$ cat src/hw/perf_sel_cfg.svh
// Purpose: Offsets, field positions, reset values and codes of the event selector
// Assumes: 32-bit APB data, one aligned word per register
// Notes: Mask bit positions are named after the mask value they test
`ifndef PERF_SEL_CFG_SVH
`define PERF_SEL_CFG_SVH

// Register byte addresses
`define ADDR_SELECT 12'h000
`define ADDR_TOTAL 12'h004
`define ADDR_STATUS 12'h008

// Field positions of the select register
`define SEL_CODE_LSB 0
`define SEL_CODE_MSB 11
`define SEL_MASK_LSB 16
`define SEL_MASK_MSB 23
`define SEL_EN_BIT 31

// Field positions of the status register
`define STAT_INC_LSB 0
`define STAT_INC_MSB 3
`define STAT_REV_BIT 8

// Reset values
`define RST_CODE 12'h000
`define RST_MASK 8'h00
`define RST_EN 1'b0
`define RST_TOTAL 32'h0000_0000
`define RST_INC 4'h0
`define RST_WORD 32'h0000_0000

// Event codes
`define EV_DTB_L1_HIT 12'h04D
`define EV_SW_PF_INEFF 12'h052
`define EV_GLOBAL_FLUSH 12'h054
`define EV_MEM_REQ_TYPE 12'h065
`define EV_DATA_PF 12'h067
`define EV_NB_READ_RESP 12'h06C
`define EV_OCTWORD_WR 12'h06D
`define EV_CLK_NOT_HALT 12'h076
`define EV_L2_REQ 12'h07D
`define EV_L2_MISS 12'h07E
`define EV_L2_FILL_WB 12'h07F
`define EV_PAGE_MISMATCH 12'h165
`define EV_IC_FETCH 12'h080
`define EV_IC_MISS 12'h081
`define EV_IC_REFILL_L2 12'h082
`define EV_IC_REFILL_SYS 12'h083
`define EV_ITB_L1M_L2H 12'h084

// Mask bit positions by mask value
`define UM_01H 0
`define UM_02H 1
`define UM_04H 2
`define UM_08H 3
`define UM_10H 4
`define UM_20H 5
`define UM_80H 7

`endif

$ cat src/hw/perf_sel_pkg.sv
// Purpose: Types shared by the event selector files
// Assumes: Constants come from perf_sel_cfg.svh
// Notes: State of the top module is a single packed struct
package perf_sel_pkg;

    typedef logic [7:0] event_vec_t;
    typedef logic [3:0] count_t;
    typedef logic [11:0] code_t;
    typedef logic [7:0] mask_t;
    typedef logic [31:0] word_t;

    typedef struct packed {
        logic enable;
        code_t event_code;
        mask_t sub_event_mask;
        word_t total;
        count_t increment;
        word_t prdata;
        logic pslverr;
    } sel_state_t;

endpackage

$ cat src/hw/event_mask_count.sv
// Purpose: Counts the strobes of a candidate vector that their enables admit
// Assumes: All strobes of one cycle are independent occurrences
// Notes: Purely combinational; the caller registers the result
module event_mask_count (
    // Candidate strobes and their enables
    input wire perf_sel_pkg::event_vec_t strobes,
    input wire perf_sel_pkg::event_vec_t enables,
    // Number of admitted strobes
    output perf_sel_pkg::count_t count
);

    perf_sel_pkg::count_t partial [0:8];

    assign partial[0] = 4'h0;

    // Running sum over the bits; every admitted bit adds one in this cycle
    genvar i;
    generate
        for (i = 0; i < 8; i = i + 1) begin : g_sum
            assign partial[i + 1] = partial[i] + {3'h0, strobes[i] & enables[i]};
        end
    endgenerate

    assign count = partial[8];

endmodule

$ cat src/hw/perf_event_select.sv
// Purpose: Event code and sub-event mask select which core strobes advance a counter
// Assumes: Event strobes are single-cycle and synchronous to clk (200 MHz)
// Notes: APB slave with zero wait states; an internal total shows the selected count
// Function
// - 04Dh counts L1 data TLB hits by page size
// - 052h counts software prefetches hitting L1 or L2
// - 054h counts flushes of global TLB entries
// - 065h counts uncacheable, combining and streaming requests
// - Combining events count buffer flushes, not stores
// - 067h mask selects cancels and prefetch attempts
// - 067h always counts zero on this device
// - 06Ch counts refill lines per coherency state
// - 06Dh counts 16-byte outbound transfers, up to four
// - 076h counts clocks while core not halted
// - 07Dh counts L2 read requests by source
// - 07Eh counts L2 misses by source
// - 07Fh counts L2 fills and L2 writebacks
// - Non-temporal line evictions never count as fills
// - 165h counts page size mismatches, later revisions
// - 080h counts instruction cache 16-byte fetches
// - 081h counts instruction cache misses
// - 082h counts instruction refills from L2
// - 083h counts instruction refills from system
// - 084h counts L1 miss, L2 hit instruction TLB
// - Instruction cache events count speculatively too
//
// Design decisions made here: the register addresses and the APB register port.
`include "perf_sel_cfg.svh"

module perf_event_select (
    // Clock and reset
    input wire logic clk,
    input wire logic arst_n,
    // APB slave
    input wire logic psel,
    input wire logic penable,
    input wire logic pwrite,
    input wire logic [11:0] paddr,
    input wire logic [31:0] pwdata,
    output logic [31:0] prdata,
    output logic pready,
    output logic pslverr,
    // Device revision level
    input wire logic later_revision,
    // Data translation buffer hits
    input wire logic data_translation_buffer_hit_4k,
    input wire logic data_translation_buffer_hit_2m,
    input wire logic data_translation_buffer_hit_1g,
    // Software prefetches satisfied in the core
    input wire logic sw_prefetch_l1_hit,
    input wire logic sw_prefetch_l2_hit,
    // Translation buffer flush of global entries
    input wire logic global_flush,
    // Memory requests by type
    input wire logic uncacheable_request,
    input wire logic write_combining_flush,
    input wire logic flush_from_streaming,
    // Refill lines returned by the system interface
    input wire logic refill_line_exclusive,
    input wire logic refill_line_modified,
    input wire logic refill_line_shared,
    input wire logic refill_line_owned,
    input wire logic refill_line_error,
    // Outbound 16-byte transfers in this cycle, 0 to 4
    input wire logic [2:0] octword_count,
    // Halt state
    input wire logic core_halted,
    input wire logic stop_clock_request,
    // L2 read requests
    input wire logic l2_req_instr_fill,
    input wire logic l2_req_data_fill,
    input wire logic l2_req_table_walk,
    input wire logic l2_req_tag_snoop,
    input wire logic l2_req_cancelled,
    input wire logic l2_req_hw_prefetch,
    // L2 misses
    input wire logic l2_miss_instr_fill,
    input wire logic l2_miss_data_fill,
    input wire logic l2_miss_table_walk,
    input wire logic l2_miss_hw_prefetch,
    // L2 fills and writebacks
    input wire logic l2_fill_l1_victim,
    input wire logic victim_nontemporal_prefetch,
    input wire logic l2_fill_table_walk,
    input wire logic l2_fill_prefetch,
    input wire logic l2_writeback_line,
    // Page size mismatches under nested paging
    input wire logic mismatch_guest_larger,
    input wire logic mismatch_memory_range_type_regs,
    input wire logic mismatch_host_larger,
    // Instruction cache and translation events
    input wire logic icache_fetch,
    input wire logic icache_miss,
    input wire logic icache_refill_l2,
    input wire logic icache_refill_system,
    input wire logic instr_translation_buffer_l1_miss_l2_hit,
    // Selected increment of the current cycle, registered
    output logic [3:0] increment,
    output logic count_enabled
);

    perf_sel_pkg::sel_state_t state;
    perf_sel_pkg::sel_state_t next_state;
    perf_sel_pkg::event_vec_t cand;
    perf_sel_pkg::event_vec_t admit;
    perf_sel_pkg::count_t sel_count;
    perf_sel_pkg::mask_t m;
    logic setup_phase;
    logic access_phase;
    logic addr_known;
    logic non_temporal_safe_fill;

    assign m = state.sub_event_mask;

    // Victims from non-temporal lines go to memory or are dropped, not into L2
    assign non_temporal_safe_fill = l2_fill_l1_victim & ~victim_nontemporal_prefetch;

    // Strobe and enable selection per event code; enables use only defined mask bits
    always_comb begin
        cand = 8'h00;
        admit = 8'h00;
        case (state.event_code)
            `EV_DTB_L1_HIT: begin
                cand[0] = data_translation_buffer_hit_4k;
                cand[1] = data_translation_buffer_hit_2m;
                cand[2] = data_translation_buffer_hit_1g;
                admit[0] = m[`UM_01H];
                admit[1] = m[`UM_02H];
                admit[2] = m[`UM_04H];
            end
            `EV_SW_PF_INEFF: begin
                cand[0] = sw_prefetch_l1_hit;
                cand[1] = sw_prefetch_l2_hit;
                admit[0] = m[`UM_01H];
                admit[1] = m[`UM_08H];
            end
            `EV_GLOBAL_FLUSH: begin
                cand[0] = global_flush;
                admit[0] = 1'b1;
            end
            `EV_MEM_REQ_TYPE: begin
                // Flush strobes, so a filled buffer counts once however many stores
                cand[0] = uncacheable_request;
                cand[1] = write_combining_flush;
                cand[2] = write_combining_flush & flush_from_streaming;
                admit[0] = m[`UM_01H];
                admit[1] = m[`UM_02H];
                admit[2] = m[`UM_80H];
            end
            `EV_DATA_PF: begin
                // Prefetcher fills the data cache here, so neither sub-event occurs
                cand[0] = 1'b0;
                cand[1] = 1'b0;
                admit[0] = m[`UM_01H];
                admit[1] = m[`UM_02H];
            end
            `EV_NB_READ_RESP: begin
                cand[0] = refill_line_exclusive;
                cand[1] = refill_line_modified;
                cand[2] = refill_line_shared;
                cand[3] = refill_line_owned;
                cand[4] = refill_line_error;
                admit[0] = m[`UM_01H];
                admit[1] = m[`UM_02H];
                admit[2] = m[`UM_04H];
                admit[3] = m[`UM_08H];
                admit[4] = m[`UM_10H];
            end
            `EV_OCTWORD_WR: begin
                // Thermometer code turns the transfer count into that many strobes
                cand[0] = (octword_count >= 3'h1);
                cand[1] = (octword_count >= 3'h2);
                cand[2] = (octword_count >= 3'h3);
                cand[3] = (octword_count >= 3'h4);
                admit[0] = m[`UM_01H];
                admit[1] = m[`UM_01H];
                admit[2] = m[`UM_01H];
                admit[3] = m[`UM_01H];
            end
            `EV_CLK_NOT_HALT: begin
                cand[0] = ~core_halted & ~stop_clock_request;
                admit[0] = 1'b1;
            end
            `EV_L2_REQ: begin
                // Retries show up as repeated request strobes and are counted
                cand[0] = l2_req_instr_fill;
                cand[1] = l2_req_data_fill;
                cand[2] = l2_req_table_walk;
                cand[3] = l2_req_tag_snoop;
                cand[4] = l2_req_cancelled;
                cand[5] = l2_req_hw_prefetch;
                admit[0] = m[`UM_01H];
                admit[1] = m[`UM_02H];
                admit[2] = m[`UM_04H];
                admit[3] = m[`UM_08H];
                admit[4] = m[`UM_10H];
                admit[5] = m[`UM_20H];
            end
            `EV_L2_MISS: begin
                cand[0] = l2_miss_instr_fill;
                cand[1] = l2_miss_data_fill;
                cand[2] = l2_miss_table_walk;
                cand[3] = l2_miss_hw_prefetch;
                admit[0] = m[`UM_01H];
                admit[1] = m[`UM_02H];
                admit[2] = m[`UM_04H];
                admit[3] = m[`UM_08H];
            end
            `EV_L2_FILL_WB: begin
                // Three fill sources share one mask bit and may coincide
                cand[0] = non_temporal_safe_fill;
                cand[1] = l2_writeback_line;
                cand[2] = l2_fill_table_walk;
                cand[3] = l2_fill_prefetch;
                admit[0] = m[`UM_01H];
                admit[1] = m[`UM_02H];
                admit[2] = m[`UM_01H];
                admit[3] = m[`UM_01H];
            end
            `EV_PAGE_MISMATCH: begin
                // Reserved on the early revision, so nothing is admitted there
                cand[0] = mismatch_guest_larger;
                cand[1] = mismatch_memory_range_type_regs;
                cand[2] = mismatch_host_larger;
                admit[0] = m[`UM_01H] & later_revision;
                admit[1] = m[`UM_02H] & later_revision;
                admit[2] = m[`UM_04H] & later_revision;
            end
            // Instruction side strobes are raw fetch activity, wrong paths included
            `EV_IC_FETCH: begin
                cand[0] = icache_fetch;
                admit[0] = 1'b1;
            end
            `EV_IC_MISS: begin
                cand[0] = icache_miss;
                admit[0] = 1'b1;
            end
            `EV_IC_REFILL_L2: begin
                cand[0] = icache_refill_l2;
                admit[0] = 1'b1;
            end
            `EV_IC_REFILL_SYS: begin
                cand[0] = icache_refill_system;
                admit[0] = 1'b1;
            end
            `EV_ITB_L1M_L2H: begin
                cand[0] = instr_translation_buffer_l1_miss_l2_hit;
                admit[0] = 1'b1;
            end
            default: begin
                // Unknown code: nothing advances
                cand = 8'h00;
                admit = 8'h00;
            end
        endcase
        if (!state.enable) begin
            admit = 8'h00;
        end
    end

    // Adds every admitted sub-event of this cycle
    event_mask_count u_count (
        .strobes(cand),
        .enables(admit),
        .count(sel_count)
    );

    // APB phase decode
    assign setup_phase = psel & ~penable;
    assign access_phase = psel & penable;
    assign addr_known = (paddr == `ADDR_SELECT) | (paddr == `ADDR_TOTAL) |
                        (paddr == `ADDR_STATUS);

    // Next state: register writes, read capture in setup, total accumulation
    always_comb begin
        next_state = state;
        next_state.increment = sel_count;
        next_state.total = state.total + {28'h0000000, sel_count};
        // Read data and error are latched in setup so the access phase needs no wait
        if (setup_phase) begin
            next_state.pslverr = ~addr_known;
            next_state.prdata = `RST_WORD;
            if (!pwrite) begin
                if (paddr == `ADDR_SELECT) begin
                    next_state.prdata[`SEL_CODE_MSB:`SEL_CODE_LSB] = state.event_code;
                    next_state.prdata[`SEL_MASK_MSB:`SEL_MASK_LSB] = state.sub_event_mask;
                    next_state.prdata[`SEL_EN_BIT] = state.enable;
                end else if (paddr == `ADDR_TOTAL) begin
                    next_state.prdata = state.total;
                end else if (paddr == `ADDR_STATUS) begin
                    next_state.prdata[`STAT_INC_MSB:`STAT_INC_LSB] = state.increment;
                    next_state.prdata[`STAT_REV_BIT] = later_revision;
                end
            end
        end
        // Writes take effect at the access edge only
        if (access_phase && pwrite) begin
            if (paddr == `ADDR_SELECT) begin
                next_state.event_code = pwdata[`SEL_CODE_MSB:`SEL_CODE_LSB];
                next_state.sub_event_mask = pwdata[`SEL_MASK_MSB:`SEL_MASK_LSB];
                next_state.enable = pwdata[`SEL_EN_BIT];
            end else if (paddr == `ADDR_TOTAL) begin
                // Clear keeps this cycle's events so none are lost
                next_state.total = {28'h0000000, sel_count};
            end
        end
    end

    // State register
    always_ff @(posedge clk or negedge arst_n) begin
        if (!arst_n) begin
            state.enable <= `RST_EN;
            state.event_code <= `RST_CODE;
            state.sub_event_mask <= `RST_MASK;
            state.total <= `RST_TOTAL;
            state.increment <= `RST_INC;
            state.prdata <= `RST_WORD;
            state.pslverr <= 1'b0;
        end else begin
            state <= next_state;
        end
    end

    // Outputs
    assign prdata = state.prdata;
    assign pslverr = state.pslverr & access_phase;
    assign pready = 1'b1; // Zero wait states
    assign increment = state.increment;
    assign count_enabled = state.enable;

endmodule

$ cat config.mk
export PLATFORM = sky130hd
export DESIGN_NAME = perf_event_select
export DESIGN_NICKNAME = d
export VERILOG_FILES = /design/src/hw/perf_sel_pkg.sv /design/src/hw/event_mask_count.sv /design/src/hw/perf_event_select.sv
export VERILOG_INCLUDE_DIRS = /design/src /design/src/hw
export SDC_FILE = /design/constraint.sdc
export NUM_CORES = 1
export LEC_CHECK = 0
export ABC_AREA = 1
export BUFFER_PORTS_ARGS = -buffer_cell sky130_fd_sc_hd__buf_2
export CAP_MARGIN = 5
export CORE_MARGIN = 4
export CORE_UTILIZATION = 55
export DETAILED_ROUTE_END_ITERATION = 8
export PLACE_DENSITY = 0.81
export SLEW_MARGIN = 10
export SYNTH_ARGS = -nofsm -noshare
export SYNTH_HDL_FRONTEND = slang
export SYNTH_SLANG_ARGS = --single-unit
$ cat constraint.sdc
create_clock -name clk -period 4.36 [get_ports clk]
set_input_delay 0.872 -clock clk [delete_from_list [all_inputs] [get_ports clk]]
set_output_delay 0.872 -clock clk [all_outputs]
set_load 0.02 [all_outputs]
==> results <==
- The final instance area is 6864 um^2.
- Counting tap cells, the placed design contains a total of 996 instances.
- The floorplan step defined a die boundary enclosing ~12000 um^2.
- STA puts the critical path data required time at 4.62 ns.
- STA puts the critical path data arrival time at between 4 and 5 ns.
- In the final routed layout, each cell accounts on average for 15.44 um.
- The maximum vdd ir drop is around 0.16 mV.
- The wire length of the first global-routing pass is 25.84 mm.
- The pre-antenna-repair detailed-routing pass consisted of 5 iterations.
- The largest net degree at the start of global routing is 67.
- For the finished layout, the period the worst path requires is around 4.2 ns.
- The run finished with clean final reports.
- The number of violations of the max-capacitance limit is 0.
- The root buffer cell chosen for the clock tree is sky130_fd_sc_hd__clkbuf_8.
- The vias per cell is 5.501.
- The number of primary I/O pins is about 130.
- The design draws 1.519 mW.
- For this design, the sink count on the clock tree is 89.
- Of the synthesized area, sequential elements account for between 30% and 40%.
- The number of hold-slack violations in the final timing report is 0.
- Clock tree synthesis inserted a total of 9 buffers.
- The most instantiated flip-flop cell in the synthesis netlist is sky130_fd_sc_hd__dfrtp_1.
- Hold repair after CTS inserted 0 buffers.
- TritonCTS built the clock tree.
- Summing every instance area after synthesis gives slightly below 6000 um^2.
- The detailed router placed ~5700 vias in this run.
- The number of diodes added for antenna fixing is 0.
- The deepest level of the CTS H-tree is 3.
- Static timing analysis puts the maximum clock frequency at 0.2397 GHz.
- Once placement finished, the instance area stood at 6442 um^2.
- Dividing total power by cell area gives a power density of ~220 nW/um^2.
- Clock latency on the worst-skew pair, taken at its later pin, is 0.37 ns.
- The remaining number of nets flagged by the antenna check after routing is 0.
- The DRC violation count after routing is 0.
- At the end of the flow, the number of nets in the layout was between 900 and 1000.
- By area the synthesized netlist is led by sky130_fd_sc_hd__dfrtp_1 (38%), sky130_fd_sc_hd__nand2_1 (8.5%), sky130_fd_sc_hd__nor2_1 (6.9%), sky130_fd_sc_hd__inv_1 (5.5%), sky130_fd_sc_hd__buf_4 (4.9%).
- A synthesized cell averages 7.596 um^2.
- The die is 110.7 um tall.
- Dividing the final minimum period by the clock period gives between 90 and 100%.
- The register clock-pin slew on the reported worst setup and hold paths is 0.11 ns.
- Summed over all layers, the routed wires come to 15.93 mm.
- The analysis attributes to cell leakage a power of 3.652 nW.
- For this configuration, the core starts out at a cell density of 56.21%.
- The count of unique library cells instantiated by Yosys is 48.
- The synthesis warning total is 0.
- Once detailed placement completed, the half-perimeter wirelength came to 12.15 mm.
- The global route total overflow is 0.
- Setup repair after global routing could not meet its margin everywhere.
- The floorplan step set the die width to 110.7 um.
- The number of nets handed over by synthesis was 864.
- The library cells used most frequently in the layout, excluding fill and tap cells, are sky130_fd_sc_hd__nand2_1 (130), sky130_fd_sc_hd__buf_2 (116), sky130_fd_sc_hd__nor2_1 (99).
- The worst setup path is captured at a flip-flop.
- The clock passes through at most 2 buffers.
- The layout has 881 filler cells.
- The number of instances in the synthesized netlist is approximately 760.
- In this run, synthesis produced a sequential element count of 89.
- The area share of the largest cell type after synthesis is 38.38%.
- The number of antenna violations at the first check in global routing is 0.
- The leading cell type in the layout, fill and taps excluded is sky130_fd_sc_hd__nand2_1.
- At the end of the flow the core is filled with cells to 66.49%.
- The synthesized design contains 0 enable-type register cells.
- The count of buffers added on input and output ports is 117.
- The setup clock skew after layout is 0.01903 ns.
- The worst setup path is of the reg2reg kind.
- Once layout is complete, the cells apart from fillers number 1032.
- The cell taking the most area after synthesis is sky130_fd_sc_hd__dfrtp_1.
- The core region is 10320 um^2.
- The share of cells above drive strength 1 is between 20% and 30%.
- Of all nets on the critical path, the largest fanout is 6.
- In this run, the number of DRC markers left after iteration 0 of detailed routing was approximately 600.
- The routability-driven placement congestion ratio is 1.002.
- The combined global-route utilization of all metal layers is 25.57%.
- The type of the worst min-delay path is reg2reg.
- Row generation in the floorplan step produced 37 rows.
- The number of global-route vias before repair is 5220.
- The async set-or-reset flop fraction in the synthesized netlist is 100.0%.
- The number of pins exceeding their max-slew limit in the final report is 0.
- The worst max-slew margin expressed relative to the limit is 45.63%.
- For the pin with the worst max-slew slack, the measured transition is 0.8155 ns.
- The setup violation total in the final timing report is 0.
- The critical path launch point type is a flip-flop.
- The area growth from synthesis to layout is 18.28%.
-- critical path, stage by stage (launching register included) --
cell and delay [ns]:
sky130_fd_sc_hd__dfrtp_1 0.42, sky130_fd_sc_hd__buf_4 0.15, sky130_fd_sc_hd__nor2_1 0.16, sky130_fd_sc_hd__nand2_1 0.12, sky130_fd_sc_hd__nor2_4 0.11, sky130_fd_sc_hd__nand2_1 0.07, sky130_fd_sc_hd__nand2_1 0.07, sky130_fd_sc_hd__nor2_1 0.06
sky130_fd_sc_hd__o21ai_1 0.13, sky130_fd_sc_hd__nand3_1 0.11, sky130_fd_sc_hd__fa_1 0.49, sky130_fd_sc_hd__inv_2 0.08, sky130_fd_sc_hd__fa_2 0.19, sky130_fd_sc_hd__inv_2 0.04, sky130_fd_sc_hd__fa_1 0.56, sky130_fd_sc_hd__inv_2 0.07
sky130_fd_sc_hd__ha_1 0.29, sky130_fd_sc_hd__nand3_1 0.09, sky130_fd_sc_hd__nand3_2 0.12, sky130_fd_sc_hd__nand2_2 0.09, sky130_fd_sc_hd__inv_2 0.07, sky130_fd_sc_hd__nand2_2 0.07, sky130_fd_sc_hd__nor3_4 0.25, sky130_fd_sc_hd__nand3_1 0.11
sky130_fd_sc_hd__nand2_1 0.08, sky130_fd_sc_hd__nor2_1 0.06
-- metal layers --
layer / GRT usage (%) / routed length [um] / vias up
met5: 0 / 0 / -
met4: 6.404 / 250 / 0
met2: 39.85 / 7276 / 256
met1: 37.48 / 7274 / 2646
li1: - / - / 2747
met3: 4.039 / 1131 / 28
-- synthesized netlist by cell type, types with 11 or more instances --
master	n
sky130_fd_sc_hd__o22ai_1	17
sky130_fd_sc_hd__a21oi_1	43
sky130_fd_sc_hd__o21ai_0	13
sky130_fd_sc_hd__buf_4	38
sky130_fd_sc_hd__dfrtp_1	89
sky130_fd_sc_hd__inv_2	16
sky130_fd_sc_hd__nand2_1	132
sky130_fd_sc_hd__nand2_2	14
sky130_fd_sc_hd__nor2_1	107
sky130_fd_sc_hd__a22o_1	22
sky130_fd_sc_hd__inv_1	85
sky130_fd_sc_hd__nand3_1	56
sky130_fd_sc_hd__a32o_1	11
sky130_fd_sc_hd__nand4_1	25
-- sequential cells by signal, summed over array words and instances (netlist names) --
signal and count:
prdata 32, count_enabled 1, m 8, state 45
increment 3
-- cell type report --
| cell class | instances | area (um^2) | share of cell area [%] |
|---|---|---|---|
| well taps | 136 | 170.2 | 2.479 |
| clock buffers | 10 | 137.6 | 2.005 |
| repair buffers | 171 | 997.2 | 14.53 |
| multi-input cells | 517 | 2865 | 41.74 |
| clock inverters | 6 | 71.32 | 1.039 |
| inverters | 103 | 392.9 | 5.724 |
| flip-flops and latches | 89 | 2230 | 32.48 |
-- where the power goes --
group / internal, mW / leakage, nW / total, mW / switching [mW]
registers: 0.826 / 1.09 / 0.827 / 0.000675
clock network: 0.288 / 0.105 / 0.611 / 0.323
logic: 0.0331 / 2.45 / 0.0804 / 0.0473
total: 1.15 / 3.65 / 1.52 / 0.371
-- through the flow --
step / hold WS [ns] / setup TNS (ns) / worst slack, ns
finish: 0.4975 / 0 / 0.1878
global route: 0.5140 / -0.3504 / -0.06862
CTS: 0.4986 / 0 / 0.05328
detailed placement: 0.4747 / -0.06456 / -0.02992
global placement: 0.4693 / -0.005385 / -0.005385
floorplan: 0.4645 / 0 / 0.2988
-- worst paths after layout --
| check | from | end | slack (ns) | cells after the start |
|---|---|---|---|---|
| worst max-delay path | state[78] | state[54] | 0.19 | 25 |
| worst min-delay path | prdata[30] | prdata[30] | 0.50 | 1 |
| worst max register to register | state[78] | state[54] | 0.19 | 25 |
| worst min register to register | prdata[30] | prdata[30] | 0.50 | 1 |
| max in group asynchronous | arst_n | state[68] | 2.93 | 2 |
| min in group asynchronous | arst_n | prdata[27] | 0.58 | 1 |
-- cells by family (layout without fill, tap and decap cells) --
logic type	count (synthesis)	in the layout	synth area share (%)
buffers and inverters	158	290	13.22
and+or+nand+nor	382	382	31.52
AOI/OAI and AO/OA	120	120	13.73
xor gates and xnor gates	4	4	0.6038
adders and majority gates	8	8	2.242
muxes	1	1	0.1725
other	2	2	0.1294
DFF	89	89	38.38
-- what timing repair did --
action,CTS,global route
resized for setup,0,24
endpoints found under the setup margin,0,28
setup buffers,0,21
Power figures use the tool's default switching activity.
